[config.mk]
export PLATFORM = sky130hd
export DESIGN_NAME = eirq_top
export DESIGN_NICKNAME = d
export VERILOG_FILES = /design/src/eirq_pkg.sv /design/src/eirq_top.sv /design/src/eirq_pin_sense.sv /design/src/eirq_avs_slave.sv
export SDC_FILE = /design/constraint.sdc
export NUM_CORES = 1
export LEC_CHECK = 0
export BUFFER_PORTS_ARGS = -buffer_cell sky130_fd_sc_hd__buf_2
export CORE_ASPECT_RATIO = 1.5
export CORE_UTILIZATION = 38
export CTS_CLUSTER_DIAMETER = 50
export DETAILED_ROUTE_END_ITERATION = 10
export HOLD_SLACK_MARGIN = 0.15
export PLACE_DENSITY = 0.77
export SLEW_MARGIN = 20
export SYNTH_ARGS = -nofsm -noshare
export SYNTH_HDL_FRONTEND = slang
export SYNTH_SLANG_ARGS = --single-unit
[constraint.sdc]
create_clock -name clk_i -period 1.51 [get_ports clk_i]
set_input_delay 0.302 -clock clk_i [delete_from_list [all_inputs] [get_ports clk_i]]
set_output_delay 0.302 -clock clk_i [all_outputs]
set_load 0.01 [all_outputs]
[src/eirq_pkg.sv]
package eirq_pkg;

  // ----------------------------------------
  // Bus shape
  // ----------------------------------------
  localparam int unsigned ADDR_W = 4;
  localparam int unsigned DATA_W = 32;
  localparam int unsigned BE_W = 4;

  // ----------------------------------------
  // Register offsets (byte addresses)
  // ----------------------------------------
  localparam logic [ADDR_W-1:0] OFS_SCR = 4'h0;
  localparam logic [ADDR_W-1:0] OFS_OPT = 4'h4;
  localparam logic [ADDR_W-1:0] OFS_ISR = 4'h8;
  localparam logic [ADDR_W-1:0] OFS_IMR = 4'hc;

  // ----------------------------------------
  // Field positions
  // ----------------------------------------
  localparam int unsigned SCR_ACK_BIT = 0;
  localparam int unsigned SCR_MODE_BIT = 1;
  localparam int unsigned SCR_MASK_BIT = 2;
  localparam int unsigned SCR_LATCH_BIT = 3;
  localparam int unsigned OPT_EN_BIT = 0;
  localparam int unsigned EV_LATCH_BIT = 0;
  localparam int unsigned EV_ACK_BIT = 1;
  localparam int unsigned EV_W = 2;
  localparam int unsigned LANE0_BIT = 0;

  // ----------------------------------------
  // Reset values
  // ----------------------------------------
  localparam logic MASK_RST = 1'b0;
  localparam logic EN_RST = 1'b0;
  localparam logic PIN_IDLE = 1'b1;
  localparam logic [EV_W-1:0] EV_RST = 2'h0;
  localparam logic [DATA_W-1:0] RDATA_ZERO = 32'h0000_0000;

  // ----------------------------------------
  // Types
  // ----------------------------------------
  typedef enum logic {
    EIRQ_EDGE_ONLY = 1'b0,
    EIRQ_EDGE_LEVEL = 1'b1
  } eirq_sens_type;

  typedef enum logic {
    EIRQ_SLV_WAIT = 1'b0,
    EIRQ_SLV_DONE = 1'b1
  } eirq_slv_state_type;

  typedef struct packed {
    logic rd;
    logic wr;
    logic [ADDR_W-1:0] addr;
    logic [DATA_W-1:0] wdata;
    logic [BE_W-1:0] be;
  } eirq_acc_type;

endpackage

[src/eirq_top.sv]
// Notes on behaviour
// (RULE1) Pin serves interrupt only when enable set
// (RULE2) Qualifying pin activity sets the request latch
// (RULE3) Falling-edge after reset; mode adds low-level
// (RULE4) Vector fetch acknowledge clears the latch
// (RULE5) Writing one to acknowledge clears latch
// (RULE6) Reset clears latch; otherwise it stays set
// (RULE7) Local mask withholds latched request
// (RULE8) Global processor mask also blocks request
// (RULE9) Level mode: low pin keeps request asserted
module eirq_top (
  input wire logic clk_i,
  input wire logic rst_n_i,
  input wire logic ce_i,
  input wire logic [eirq_pkg::ADDR_W-1:0] avs_address_i,
  input wire logic avs_read_i,
  input wire logic avs_write_i,
  input wire logic [eirq_pkg::DATA_W-1:0] avs_writedata_i,
  input wire logic [eirq_pkg::BE_W-1:0] avs_byteenable_i,
  output logic [eirq_pkg::DATA_W-1:0] avs_readdata_o,
  output logic avs_waitrequest_o,
  input wire logic irq_pin_n_i,
  input wire logic vector_fetch_i,
  input wire logic ccr_int_mask_i,
  output logic cpu_irq_req_o,
  output logic irq_function_active_o,
  output logic shared_port_a_bit_two_o,
  output logic intr_o
);
  import eirq_pkg::*;

  // ----------------------------------------
  // Decode helper
  // ----------------------------------------
  function automatic logic reg_hit(input logic [ADDR_W-1:0] addr, input logic [ADDR_W-1:0] ofs);
    reg_hit = (addr == ofs);
  endfunction

  eirq_acc_type acc;
  logic [DATA_W-1:0] rdata;
  logic wr_lane0;
  logic pin_fall;
  logic pin_low;
  logic latch_set;
  logic latch_clr;
  logic sw_ack;
  logic irq_function_enable_ff;
  eirq_sens_type sens_ff;
  logic irq_request_mask_ff;
  logic latch_ff;
  logic [EV_W-1:0] ev_stat_ff;
  logic [EV_W-1:0] ev_mask_ff;
  logic [EV_W-1:0] ev_pulse;
  logic cpu_irq_req_ff;
  logic active_ff;
  logic port_ff;
  logic intr_ff;

  // ----------------------------------------
  // Bus slave and pin sampling
  // ----------------------------------------
  eirq_avs_slave u_slave (
    .clk_i(clk_i),
    .rst_n_i(rst_n_i),
    .ce_i(ce_i),
    .read_i(avs_read_i),
    .write_i(avs_write_i),
    .address_i(avs_address_i),
    .writedata_i(avs_writedata_i),
    .byteenable_i(avs_byteenable_i),
    .rdata_i(rdata),
    .acc_o(acc),
    .readdata_o(avs_readdata_o),
    .waitrequest_o(avs_waitrequest_o)
  );

  eirq_pin_sense u_sense (
    .clk_i(clk_i),
    .rst_n_i(rst_n_i),
    .ce_i(ce_i),
    .enable_i(irq_function_enable_ff),
    .pin_n_i(irq_pin_n_i),
    .fall_o(pin_fall),
    .low_o(pin_low)
  );

  // All fields live in byte lane 0
  assign wr_lane0 = acc.wr && acc.be[LANE0_BIT];

  wait_pulse_a: assert property (@(posedge clk_i) disable iff (!rst_n_i)
    ce_i && !avs_waitrequest_o
    |=> avs_waitrequest_o)
    else $error("waitrequest low for more than one cycle");

  wait_idle_a: assert property (@(posedge clk_i) disable iff (!rst_n_i)
    ce_i && avs_waitrequest_o && !avs_read_i && !avs_write_i
    |=> avs_waitrequest_o)
    else $error("waitrequest dropped without a request");

  read_data_a: assert property (@(posedge clk_i) disable iff (!rst_n_i)
    ce_i && avs_read_i && avs_waitrequest_o
    |=> avs_readdata_o == $past(rdata))
    else $error("read data not taken from the addressed register");

  ack_reads_zero_a: assert property (@(posedge clk_i) disable iff (!rst_n_i) // RULE5
    ce_i && avs_read_i && avs_waitrequest_o && avs_address_i == OFS_SCR
    |=> !avs_readdata_o[SCR_ACK_BIT])
    else $error("acknowledge bit read back as one");

  lane_skip_a: assert property (@(posedge clk_i) disable iff (!rst_n_i)
    ce_i && acc.wr && !acc.be[LANE0_BIT]
    |=> $stable(irq_function_enable_ff) && $stable(irq_request_mask_ff) && $stable(ev_mask_ff))
    else $error("write without lane 0 changed a register");

  // ----------------------------------------
  // Read mux
  // ----------------------------------------
  always_comb begin
    rdata = RDATA_ZERO;
    if (reg_hit(avs_address_i, OFS_SCR)) begin
      rdata[SCR_MODE_BIT] = sens_ff;
      rdata[SCR_MASK_BIT] = irq_request_mask_ff;
      rdata[SCR_LATCH_BIT] = latch_ff;
    end else if (reg_hit(avs_address_i, OFS_OPT)) begin
      rdata[OPT_EN_BIT] = irq_function_enable_ff;
    end else if (reg_hit(avs_address_i, OFS_ISR)) begin
      rdata[EV_W-1:0] = ev_stat_ff;
    end else if (reg_hit(avs_address_i, OFS_IMR)) begin
      rdata[EV_W-1:0] = ev_mask_ff;
    end
  end

  // ----------------------------------------
  // Control registers
  // ----------------------------------------
  always_ff @(posedge clk_i) begin
    if (!rst_n_i) begin
      irq_function_enable_ff <= EN_RST;
    end else if (ce_i && wr_lane0 && reg_hit(acc.addr, OFS_OPT)) begin
      irq_function_enable_ff <= acc.wdata[OPT_EN_BIT];
    end
  end

  always_ff @(posedge clk_i) begin
    if (!rst_n_i) begin
      sens_ff <= EIRQ_EDGE_ONLY; // RULE3
      irq_request_mask_ff <= MASK_RST;
    end else if (ce_i && wr_lane0 && reg_hit(acc.addr, OFS_SCR)) begin
      sens_ff <= eirq_sens_type'(acc.wdata[SCR_MODE_BIT]); // RULE3
      irq_request_mask_ff <= acc.wdata[SCR_MASK_BIT];
    end
  end

  always_ff @(posedge clk_i) begin
    if (!rst_n_i) begin
      ev_mask_ff <= EV_RST;
    end else if (ce_i && wr_lane0 && reg_hit(acc.addr, OFS_IMR)) begin
      ev_mask_ff <= acc.wdata[EV_W-1:0];
    end
  end

  opt_write_a: assert property (@(posedge clk_i) disable iff (!rst_n_i) // RULE1
    ce_i && wr_lane0 && acc.addr == OFS_OPT
    |=> irq_function_enable_ff == $past(acc.wdata[OPT_EN_BIT]))
    else $error("function enable write not applied");

  scr_write_a: assert property (@(posedge clk_i) disable iff (!rst_n_i) // RULE3 RULE7
    ce_i && wr_lane0 && acc.addr == OFS_SCR
    |=> sens_ff == $past(acc.wdata[SCR_MODE_BIT]) && irq_request_mask_ff == $past(acc.wdata[SCR_MASK_BIT]))
    else $error("mode or local mask write not applied");

  imr_write_a: assert property (@(posedge clk_i) disable iff (!rst_n_i)
    ce_i && wr_lane0 && acc.addr == OFS_IMR
    |=> ev_mask_ff == $past(acc.wdata[EV_W-1:0]))
    else $error("event mask write not applied");

  // ----------------------------------------
  // Request latch
  // ----------------------------------------
  assign sw_ack = wr_lane0 && reg_hit(acc.addr, OFS_SCR) && acc.wdata[SCR_ACK_BIT]; // RULE5
  assign latch_set = pin_fall || (sens_ff == EIRQ_EDGE_LEVEL && pin_low); // RULE2 RULE3 RULE9
  assign latch_clr = vector_fetch_i || sw_ack; // RULE4 RULE5

  // Set beats clear, so a low pin in level mode survives an acknowledge
  always_ff @(posedge clk_i) begin
    if (!rst_n_i) begin
      latch_ff <= 1'b0; // RULE6
    end else if (ce_i) begin
      if (latch_set) begin
        latch_ff <= 1'b1; // RULE2 RULE9
      end else if (latch_clr) begin
        latch_ff <= 1'b0; // RULE4 RULE5
      end
    end
  end

  latch_off_a: assert property (@(posedge clk_i) disable iff (!rst_n_i) // RULE1
    ce_i && !irq_function_enable_ff && !latch_ff
    |=> !latch_ff)
    else $error("latch set while the pin function is off");

  latch_event_a: assert property (@(posedge clk_i) disable iff (!rst_n_i) // RULE2
    ce_i && latch_set && !latch_ff
    |=> latch_ff && ev_stat_ff[EV_LATCH_BIT])
    else $error("latch rise not recorded as an event");

  level_ack_a: assert property (@(posedge clk_i) disable iff (!rst_n_i) // RULE9
    ce_i && latch_clr && sens_ff == EIRQ_EDGE_LEVEL && pin_low
    |=> latch_ff)
    else $error("acknowledge cleared latch while pin held low");

  // ----------------------------------------
  // Outputs toward the processor and the port
  // ----------------------------------------
  always_ff @(posedge clk_i) begin
    if (!rst_n_i) begin
      cpu_irq_req_ff <= 1'b0;
    end else if (ce_i) begin
      cpu_irq_req_ff <= latch_ff && !irq_request_mask_ff && !ccr_int_mask_i; // RULE7 RULE8
    end
  end

  req_forward_a: assert property (@(posedge clk_i) disable iff (!rst_n_i) // RULE7 RULE8
    ce_i && latch_ff && !irq_request_mask_ff && !ccr_int_mask_i
    |=> cpu_irq_req_o)
    else $error("unmasked latched request not forwarded");

  mask_block_a: assert property (@(posedge clk_i) disable iff (!rst_n_i) // RULE7
    ce_i && irq_request_mask_ff
    |=> !cpu_irq_req_o)
    else $error("request passed the local mask");

  // Port side sees the pin only while the interrupt function does not own it
  always_ff @(posedge clk_i) begin
    if (!rst_n_i) begin
      active_ff <= EN_RST;
      port_ff <= PIN_IDLE;
    end else if (ce_i) begin
      active_ff <= irq_function_enable_ff; // RULE1
      port_ff <= irq_function_enable_ff ? PIN_IDLE : irq_pin_n_i; // RULE1
    end
  end

  port_owned_a: assert property (@(posedge clk_i) disable iff (!rst_n_i) // RULE1
    ce_i && irq_function_enable_ff
    |=> shared_port_a_bit_two_o && irq_function_active_o)
    else $error("port side not released while function on");

  // ----------------------------------------
  // Event status, mask and interrupt line
  // ----------------------------------------
  assign ev_pulse[EV_LATCH_BIT] = latch_set && !latch_ff;
  assign ev_pulse[EV_ACK_BIT] = vector_fetch_i;

  genvar gi;
  generate
    for (gi = 0; gi < EV_W; gi++) begin : g_ev
      always_ff @(posedge clk_i) begin
        if (!rst_n_i) begin
          ev_stat_ff[gi] <= 1'b0;
        end else if (ce_i) begin
          if (ev_pulse[gi]) begin
            ev_stat_ff[gi] <= 1'b1;
          end else if (wr_lane0 && reg_hit(acc.addr, OFS_ISR) && acc.wdata[gi]) begin
            ev_stat_ff[gi] <= 1'b0;
          end
        end
      end
    end
  endgenerate

  fetch_event_a: assert property (@(posedge clk_i) disable iff (!rst_n_i)
    ce_i && vector_fetch_i
    |=> ev_stat_ff[EV_ACK_BIT])
    else $error("vector fetch not recorded as an event");

  stat_clear_a: assert property (@(posedge clk_i) disable iff (!rst_n_i)
    ce_i && wr_lane0 && acc.addr == OFS_ISR && acc.wdata[EV_LATCH_BIT] && !ev_pulse[EV_LATCH_BIT]
    |=> !ev_stat_ff[EV_LATCH_BIT])
    else $error("latch event not cleared by write of one");

  ack_clear_a: assert property (@(posedge clk_i) disable iff (!rst_n_i)
    ce_i && wr_lane0 && acc.addr == OFS_ISR && acc.wdata[EV_ACK_BIT] && !vector_fetch_i
    |=> !ev_stat_ff[EV_ACK_BIT])
    else $error("fetch event not cleared by write of one");

  stat_hold_a: assert property (@(posedge clk_i) disable iff (!rst_n_i)
    ce_i && ev_stat_ff[EV_LATCH_BIT] && !(wr_lane0 && acc.addr == OFS_ISR)
    |=> ev_stat_ff[EV_LATCH_BIT])
    else $error("latch event dropped without a clear");

  always_ff @(posedge clk_i) begin
    if (!rst_n_i) begin
      intr_ff <= 1'b0;
    end else if (ce_i) begin
      intr_ff <= |(ev_stat_ff & ev_mask_ff);
    end
  end

  assign cpu_irq_req_o = cpu_irq_req_ff;
  assign irq_function_active_o = active_ff;
  assign shared_port_a_bit_two_o = port_ff;
  assign intr_o = intr_ff;

  ce_freeze_a: assert property (@(posedge clk_i) disable iff (!rst_n_i)
    !ce_i
    |=> $stable(latch_ff) && $stable(cpu_irq_req_o) && $stable(intr_o) && $stable(avs_waitrequest_o))
    else $error("state moved while clock enable low");

  // ----------------------------------------
  // Checks
  // ----------------------------------------
  pin_owner_a: assert property (@(posedge clk_i) disable iff (!rst_n_i) // RULE1
    ce_i && !irq_function_enable_ff |=> shared_port_a_bit_two_o == $past(irq_pin_n_i) && !irq_function_active_o)
    else $error("shared pin not handed to port while function off");

  latch_capture_a: assert property (@(posedge clk_i) disable iff (!rst_n_i) // RULE2
    ce_i && irq_function_enable_ff && $past(irq_pin_n_i) && !irq_pin_n_i && $past(irq_function_enable_ff)
    && $past(ce_i) |=> latch_ff)
    else $error("falling edge not latched");

  edge_only_a: assert property (@(posedge clk_i) disable iff (!rst_n_i) // RULE3
    ce_i && sens_ff == EIRQ_EDGE_ONLY && !latch_ff && !pin_fall |=> !latch_ff)
    else $error("latch set without an edge in edge mode");

  fetch_clear_a: assert property (@(posedge clk_i) disable iff (!rst_n_i) // RULE4
    ce_i && vector_fetch_i && !latch_set |=> !latch_ff)
    else $error("vector fetch did not clear latch");

  sw_ack_a: assert property (@(posedge clk_i) disable iff (!rst_n_i) // RULE5
    ce_i && sw_ack && !latch_set |=> !latch_ff)
    else $error("software acknowledge did not clear latch");

  latch_hold_a: assert property (@(posedge clk_i) disable iff (!rst_n_i) // RULE6
    latch_ff && !(ce_i && latch_clr) |=> latch_ff)
    else $error("latch dropped without a clear");

  reset_clear_a: assert property (@(posedge clk_i) // RULE6
    !rst_n_i |=> !latch_ff && !cpu_irq_req_o && sens_ff == EIRQ_EDGE_ONLY)
    else $error("reset did not clear latch");

  local_mask_a: assert property (@(posedge clk_i) disable iff (!rst_n_i) // RULE7
    cpu_irq_req_o && $past(ce_i) |-> $past(latch_ff) && !$past(irq_request_mask_ff))
    else $error("masked request forwarded");

  global_mask_a: assert property (@(posedge clk_i) disable iff (!rst_n_i) // RULE8
    ce_i && ccr_int_mask_i |=> !cpu_irq_req_o)
    else $error("request passed global mask");

  level_hold_a: assert property (@(posedge clk_i) disable iff (!rst_n_i) // RULE9
    ce_i && sens_ff == EIRQ_EDGE_LEVEL && irq_function_enable_ff && !irq_pin_n_i |=> latch_ff)
    else $error("low pin in level mode left request clear");

  int_line_a: assert property (@(posedge clk_i) disable iff (!rst_n_i)
    ce_i |=> intr_o == |($past(ev_stat_ff) & $past(ev_mask_ff)))
    else $error("interrupt line disagrees with status and mask");

  bus_answer_a: assert property (@(posedge clk_i) disable iff (!rst_n_i)
    ce_i && (avs_read_i || avs_write_i) && avs_waitrequest_o |=> !avs_waitrequest_o)
    else $error("slave answer not one cycle after request");
endmodule

[src/eirq_pin_sense.sv]
module eirq_pin_sense (
  input wire logic clk_i,
  input wire logic rst_n_i,
  input wire logic ce_i,
  input wire logic enable_i,
  input wire logic pin_n_i,
  output logic fall_o,
  output logic low_o
);
  import eirq_pkg::*;

  logic prev_ff;

  // Idle level while the function is off, so enabling it over a low pin
  // reports that as one falling edge.
  always_ff @(posedge clk_i) begin
    if (!rst_n_i) begin
      prev_ff <= PIN_IDLE;
    end else if (ce_i) begin
      prev_ff <= enable_i ? pin_n_i : PIN_IDLE;
    end
  end

  assign fall_o = enable_i & prev_ff & ~pin_n_i;
  assign low_o = enable_i & ~pin_n_i;
endmodule

[src/eirq_avs_slave.sv]
module eirq_avs_slave (
  input wire logic clk_i,
  input wire logic rst_n_i,
  input wire logic ce_i,
  input wire logic read_i,
  input wire logic write_i,
  input wire logic [eirq_pkg::ADDR_W-1:0] address_i,
  input wire logic [eirq_pkg::DATA_W-1:0] writedata_i,
  input wire logic [eirq_pkg::BE_W-1:0] byteenable_i,
  input wire logic [eirq_pkg::DATA_W-1:0] rdata_i,
  output eirq_pkg::eirq_acc_type acc_o,
  output logic [eirq_pkg::DATA_W-1:0] readdata_o,
  output logic waitrequest_o
);
  import eirq_pkg::*;

  eirq_slv_state_type state_ff;
  eirq_slv_state_type nxt_state;
  logic waitrequest_ff;
  logic [DATA_W-1:0] readdata_ff;

  // ----------------------------------------
  // One wait cycle, then the answer
  // ----------------------------------------
  always_comb begin
    nxt_state = state_ff;
    case (state_ff)
      EIRQ_SLV_WAIT: begin
        if (read_i || write_i) begin
          nxt_state = EIRQ_SLV_DONE;
        end
      end
      EIRQ_SLV_DONE: begin
        nxt_state = EIRQ_SLV_WAIT;
      end
      default: begin
        nxt_state = EIRQ_SLV_WAIT;
      end
    endcase
  end

  always_ff @(posedge clk_i) begin
    if (!rst_n_i) begin
      state_ff <= EIRQ_SLV_WAIT;
      waitrequest_ff <= 1'b1;
    end else if (ce_i) begin
      state_ff <= nxt_state;
      waitrequest_ff <= (nxt_state != EIRQ_SLV_DONE);
    end
  end

  // Read data is caught as the answer is raised; no register has read side effects
  always_ff @(posedge clk_i) begin
    if (!rst_n_i) begin
      readdata_ff <= RDATA_ZERO;
    end else if (ce_i && state_ff == EIRQ_SLV_WAIT && read_i) begin
      readdata_ff <= rdata_i;
    end
  end

  always_comb begin
    acc_o.rd = read_i && (state_ff == EIRQ_SLV_DONE);
    acc_o.wr = write_i && (state_ff == EIRQ_SLV_DONE);
    acc_o.addr = address_i;
    acc_o.wdata = writedata_i;
    acc_o.be = byteenable_i;
  end

  assign readdata_o = readdata_ff;
  assign waitrequest_o = waitrequest_ff;
endmodule

==> metrics.md, run 1 <==
| Metric | Value |
|---|---|
| Unrepaired setup endpoints after global routing | no |
| Die height | 67.7 um |
| Place WS | 0.102 ns |
| Critical-path top delay cell | or4_1 |
| Initial Utilization | 0.404 |
| Final WS setup | 0.273 ns |
| Register bit total from synthesis | 19 |
| Final ANT Viol Nets | 0 |
| Pwr dens | 843 nW/um^2 |
| Logic pwr share | 0.135 |
| 1st-iter DRT viols | 20 |
| Root buffer cell | clkbuf_8 |
| Max reg flops | 4 |
| Final std cells w/o fill | 189 |
| Core box area | 2710 um^2 |
| Max incr delay on CP | 0.52 ns |
| TritonCTS clock tree | yes |
| CP Capture Type | flip-flop |
| LEAKAGE | 0.543 nW |
| Psw | 253 uW |
| Skew final | 0.00216 ns |
| # hold bufs at CTS | 0 |
| # diodes | 0 |
| Post-CTS Setup Inserts | 0 |
| Vias in the first global route | 702 |
| Vias | 880 |
| Post-synth design cell area | 1090 um^2 |
| Setup TNS | 0 ns |
| GPL Wtd Cong | 0.845 |
| Layout cells sized above 1 | 0.211 |
| Max-cap violations | 0 |
| Die Footprint | 3100 um^2 |
| Tot GR Track Use | 0.135 |
| Clock Pin Slew Worst Setup and Hold Paths | 0.07 ns |
| Sink Count | 19 |
| Final nets | 201 |
| Crit path DAT | 1.43 ns |
| Dpl cells | 185 |
| # rows | 23 |
| Overflow left after global routing | 0 |
| CP required | 1.70 ns |
| Sequential Power Share | 0.521 |
| Crit-path max FO | 6 |
| Avg Cell Area, Syn | 8.54 um^2 |
| Period minus WS final | 1.24 ns |
| Total wire length | 1.92 mm |
| Clock share of power | 0.345 |
| I/O pins | 85 |
| Max-slew violation count | 0 |
| DRC | 0 |
| Fillers | 279 |
| Number of buffers created by CTS | 3 |
| Total power | 996 uW |
| Worst-Skew Late Latency | 0.25 ns |
| Number of enable flip-flop cells after synthesis | 0 |
| Library cells used by synthesis | 35 |
| Die width | 45.8 um |
| CP Launch Type | flip-flop |
| Hold Crit Class | in -> reg |
| Post-cts repair resize count | 0 |
| Endpoints failing setup | 0 |
| Mapped Cells | 128 |
| Internal cell power | 743 uW |
| Initial antenna violation count | 0 |
| Top FF cell, synth | dfxtp_1 |
| Wire length of the first global-routing pass | 3.11 mm |
| Period utilization | 0.819 |
| Fin util | 0.437 |
| Fmax achieved | 808 MHz |
| P&R area growth vs syn | 8.01% |
| CP cell instances | nand3b_4 > or4_1 > o21ai_1 |
| Vias/cell | 4.66 |
| DRT Pass-1 Iters | 4 |
| Port bufs | 24 |
| Post-synthesis sequential area ratio | 0.348 |
| Dpl hpwl | 1.51 mm |
| Synth warn | 0 |
| Async set-reset flop share out of synthesis | 0 |
| H-tree lvl count | 1 |
| Largest net degree at the start of global routing | 16 |
| Sw frac | 0.254 |
| Status | finished clean |
| Max clock buf depth | 2 |
| Worst setup path class | reg -> reg |
| Final Hold Fails | 0 |
| WL per Instance | 10.1 um |
| VDD IR max | 515 uV |
-- final timing paths --
kind | start | end | slack, ns | cells past startpoint
hold / removal | avs_writedata_i[2] | irq_request_mask_ff$_SDFFE_PN0P_ | 0.30 | 3
setup reg to reg | u_slave.state_ff$_SDFFE_PN0P_ | u_slave.readdata_o[0]$_SDFFE_PN0P_ | 0.27 | 3
setup / recovery | u_slave.state_ff$_SDFFE_PN0P_ | u_slave.readdata_o[0]$_SDFFE_PN0P_ | 0.27 | 3
hold reg to reg | u_slave.readdata_o[0]$_SDFFE_PN0P_ | u_slave.readdata_o[0]$_SDFFE_PN0P_ | 0.45 | 2
-- worst max-delay path: cells and delay by family (launching register included) --
family	cells	cell delay (ns)
simple gates	2	0.70
flops	1	0.35
compound gates	1	0.12
-- per-stage QoR --
| stage | area (um^2) | hold slack, ns |
|---|---|---|
| finish | 1180 | 0.305 |
| global route | 1180 | 0.322 |
| CTS | 1180 | 0.303 |
| detailed placement | 1140 | 0.446 |
| global placement | 1140 | 0.441 |
| floorplan | 1190 | 0.439 |
-- Yosys cell counts, types with 2 or more instances --
cell	n	area, um^2
a21oi_1	9	45.0
and3_1	2	12.5
and3b_1	2	17.5
buf_2	2	10.0
buf_4	28	210
dfxtp_1	19	380
mux2i_1	4	40.0
nand2_1	11	41.3
nand3_1	7	35.0
nand4_1	3	18.8
nor2_1	7	26.3
nor3b_1	3	22.5
o21ai_0	8	40.0
or4_1	2	15.0
-- cell type report --
cell class	count	area, um^2	share of cell area
sequential	19	380	0.322
multi-input combinational	102	571	0.483
timing repair buffer	26	135	0.114
tap	37	46.3	0.0392
clock buffer	4	45.0	0.0381
inverter	1	3.75	0.00318
-- cells in the final DEF, fill, tap and decap left out --
cell       n
a211oi_1   1
a21oi_1    9
a22oi_1    1
a32oi_1    1
and3_1     2
and3b_1    2
and4_1     1
and4b_1    1
buf_2     24
buf_4      2
clkbuf_1   1
clkbuf_8   3
conb_1    28
dfxtp_1   19
inv_1      1
mux2_2     1
mux2i_1    4
nand2_1   11
nand2b_1   1
nand3_1    7
nand3b_1   1
nand3b_4   1
nand4_1    3
nand4b_1   1
nor2_1     7
nor2b_1    1
nor3b_1    3
nor4_4     1
nor4b_1    1
o21a_1     1
o21ai_0    8
o21ai_1    1
o22ai_1    1
or4_1      2
-- cells by family (layout without fill, tap and decap cells) --
logic type,Yosys count,count (layout),synth area share
AO/OA/AOI/OAI,23,23,0.117
other,1,28,0.00343
multiplexers,5,5,0.0469
AND/OR/NAND/NOR,46,46,0.262
buffers and inverters,34,31,0.223
flip-flops,19,19,0.348
-- metal layers --
| layer | global-route usage | vias to the layer above | routed length, um |
|---|---|---|---|
| met5 | 0 | - | 0 |
| met4 | 0.0551 | 0 | 24 |
| met3 | 0.0241 | 4 | 105 |
| met2 | 0.200 | 36 | 913 |
| met1 | 0.191 | 394 | 875 |
| li1 | - | 446 | - |
-- power by group through the flow --
stage / clock, mW / sequential (mW) / combinational (mW)
final: 0.343 / 0.519 / 0.134
after global routing: 0.381 / 0.519 / 0.152
after CTS: 0.358 / 0.518 / 0.134
after detailed placement: 0 / 0.530 / 0.134
after global placement: 0 / 0.530 / 0.133
after floorplan: 0 / 0.532 / 0.138
(Power assumes the default switching activity.)
==> inputs of run 2 (changes only) <==
--- a/config.mk
+++ b/config.mk
@@ -5,13 +5,14 @@
 export SDC_FILE = /design/constraint.sdc
 export NUM_CORES = 1
 export LEC_CHECK = 0
+export ABC_AREA = 1
 export BUFFER_PORTS_ARGS = -buffer_cell sky130_fd_sc_hd__buf_2
 export CORE_ASPECT_RATIO = 1.5
 export CORE_UTILIZATION = 38
 export CTS_CLUSTER_DIAMETER = 50
 export DETAILED_ROUTE_END_ITERATION = 10
 export HOLD_SLACK_MARGIN = 0.15
-export PLACE_DENSITY = 0.77
+export PLACE_DENSITY = 0.78
 export SLEW_MARGIN = 20
 export SYNTH_ARGS = -nofsm -noshare
 export SYNTH_HDL_FRONTEND = slang
==> constraint.sdc (replaced) <==
create_clock -name clk_i -period 1.3 [get_ports clk_i]
set_input_delay 0.26 -clock clk_i [delete_from_list [all_inputs] [get_ports clk_i]]
set_output_delay 0.26 -clock clk_i [all_outputs]
set_load 0.01 [all_outputs]
==> run 2 against run 1 <==
Die area fell by 0.66%. Synthesized area fell by 0.69%. Setup slack better by 0.013 ns. Synthesized cell count is 23% higher. Cell area up 1.2%. Highest routed layer unchanged.
==> metrics.md, run 2 <==
| Metric | Value |
|---|---|
| Period utilization | 0.780 |
| GPL Wtd Cong | 0.822 |
| 1st-iter DRT viols | 18 |
| Most common cell after layout, fill and taps aside | conb_1 |
| DRC | 0 |
| Mapped Cells | 157 |
| Vias in the first global route | 758 |
| LEAKAGE | 0.578 nW |
| # hold bufs at CTS | 0 |
| Final Hold Fails | 0 |
| P&R area growth vs syn | 10.0% |
| Critical-path top delay cell | dfxtp_1 |
| TritonCTS clock tree | yes |
| Max incr delay on CP | 0.36 ns |
| Die height | 67.5 um |
| Max clock buf depth | 2 |
| Share of the synthesized area in the top cell type | 0.350 |
| Crit-path max FO | 3 |
| Final WS setup | 0.286 ns |
| Internal cell power | 867 uW |
| Dpl hpwl | 1.62 mm |
| # rows | 23 |
| Area occupied by multi-input gates | 524 um^2 |
| Endpoints failing setup | 0 |
| Fin area | 1190 um^2 |
| Total wire length | 2.00 mm |
| Max reg flops | 4 |
| Max-cap violations | 0 |
| Final std cells w/o fill | 221 |
| Overflow left after global routing | 0 |
| Worst setup path class | reg -> reg |
| Psw | 312 uW |
| Root buffer cell | clkbuf_8 |
| Largest net degree at the start of global routing | 11 |
| Tot GR Track Use | 0.146 |
| Top cells by count, synth | buf_4 (28), nand2_1 (23), nor2_1 (20) |
| Post-CTS Setup Inserts | 0 |
| WHS | 0.235 ns |
| Core box area | 2710 um^2 |
| Clock share of power | 0.346 |
| Async set-reset flop share out of synthesis | 0 |
| Fmax achieved | 986 MHz |
| Crit path DAT | 1.17 ns |
| Register bit total from synthesis | 19 |
| Area leader, netlist | dfxtp_1 |
| Avg Cell Area, Syn | 6.92 um^2 |
| DRT Pass-1 Iters | 4 |
| Skew final | 0.000956 ns |
| Total power | 1.18 mW |
| Layout cells sized above 1 | 0.217 |
| CP Capture Type | flip-flop |
| Unrepaired setup endpoints after global routing | no |
| Period minus WS final | 1.01 ns |
| Port bufs | 24 |
| CP required | 1.45 ns |
| Library cells used by synthesis | 23 |
| CP cell instances | nand4_1 > nor2_1 > inv_1 > nor2_1 > nor2_1 |
| Final nets | 233 |
| VDD IR max | 580 uV |
| Vias | 949 |
| Hold Crit Class | in -> reg |
| R2r setup slk | 0.29 ns |
| Final ANT Viol Nets | 0 |
| I/O pins | 85 |
| Place WS | 0.103 ns |
| Most used cell, CP | nor2_1 |
| Number of enable flip-flop cells after synthesis | 0 |
| Sink Count | 19 |
| Fin util | 0.442 |
| Initial antenna violation count | 0 |
| Setup TNS | 0 ns |
| Post-synth design cell area | 1090 um^2 |
| Number of buffers created by CTS | 3 |
| Wire length of the first global-routing pass | 3.19 mm |
| Sequential cell area | 380 um^2 |
| CP Launch Type | flip-flop |
| Die Footprint | 3080 um^2 |
| Status | finished clean |
| WL per Instance | 9.03 um |
| Logic pwr share | 0.139 |
| Synth area leaders | dfxtp_1 (35%), buf_4 (19%), nand2_1 (7.9%), nand3_1 (7.4%), nor2_1 (6.9%) |
| Post-cts repair resize count | 0 |
| Fillers | 303 |
| Sequential Power Share | 0.515 |
| Max-slew violation count | 0 |
| Count leader, synth | buf_4 |
| Commonest cells after routing, fill and taps aside | conb_1 (28), buf_2 (24), nand2_1 (23), nor2_1 (20), dfxtp_1 (19) |
| Top FF cell, synth | dfxtp_1 |
| # diodes | 0 |
| H-tree lvl count | 1 |
| Sw frac | 0.264 |
| Placed standard-cell area | 1150 um^2 |
| Pwr dens | 987 nW/um^2 |
| Clock Pin Slew Worst Setup and Hold Paths | 0.07 ns |
| Synth warn | 0 |
| Worst-Skew Late Latency | 0.25 ns |
| Die width | 45.7 um |
| Post-synthesis sequential area ratio | 0.350 |
| Vias/cell | 4.29 |
| Dpl cells | 217 |
| Initial Utilization | 0.401 |
## run 2: cell count changes after synthesis, moves of 4 or more
cell	before	now
inv_1	1	11
inv_2	0	5
mux2i_1	4	0
nand2_1	11	23
nand3_1	7	16
nor2_1	7	20
## run 2: final cells by class
class	count	area share
Sequential cell	19	0.318
Multi-Input combinational cell	118	0.439
Tap cell	37	0.0387
Clock buffer	4	0.0377
Inverter	17	0.0534
Timing Repair Buffer	26	0.113
## run 2: metal layers
metal | GRT usage | routed length, um | up-vias
li1 | - | - | 500
met1 | 0.158 | 813 | 410
met2 | 0.259 | 1050 | 34
met3 | 0.0241 | 92 | 5
met4 | 0.0795 | 40 | 0
met5 | 0 | 0 | -
## run 2: cells by family after synthesis
family / after synthesis / share of synthesized area
other: 1 / 0.00345
DFF: 19 / 0.350
buffers and inverters: 47 / 0.260
AOI/OAI and AO/OA: 23 / 0.112
and+or+nand+nor: 67 / 0.274
## run 2: critical path: cells and delay by family, from the launching register on
family	cells	cell delay [ns]
flops	1	0.36
buf+inv	1	0.07
simple gates	4	0.49
## run 2: final timing paths
path                                                         start                                 end  cells past startpoint
worst max-delay path                 u_slave.state_ff$_SDFFE_PN0P_          ev_mask_ff[0]$_SDFFE_PN0P_                      5
worst min-delay path                            avs_writedata_i[2]    irq_request_mask_ff$_SDFFE_PN0P_                      3
worst max register to register       u_slave.state_ff$_SDFFE_PN0P_          ev_mask_ff[0]$_SDFFE_PN0P_                      5
worst min register to register  u_slave.readdata_o[0]$_SDFFE_PN0P_  u_slave.readdata_o[0]$_SDFFE_PN0P_                      2
## run 2: power groups by stage
stage | clock network [mW] | registers (mW) | logic, mW
3_3_place_gp | 0 | 0.621 | 0.162
2_1_floorplan | 0 | 0.626 | 0.159
4_1_cts | 0.411 | 0.607 | 0.164
5_1_grt | 0.437 | 0.609 | 0.191
3_5_place_dp | 0 | 0.621 | 0.164
6_report | 0.408 | 0.607 | 0.164
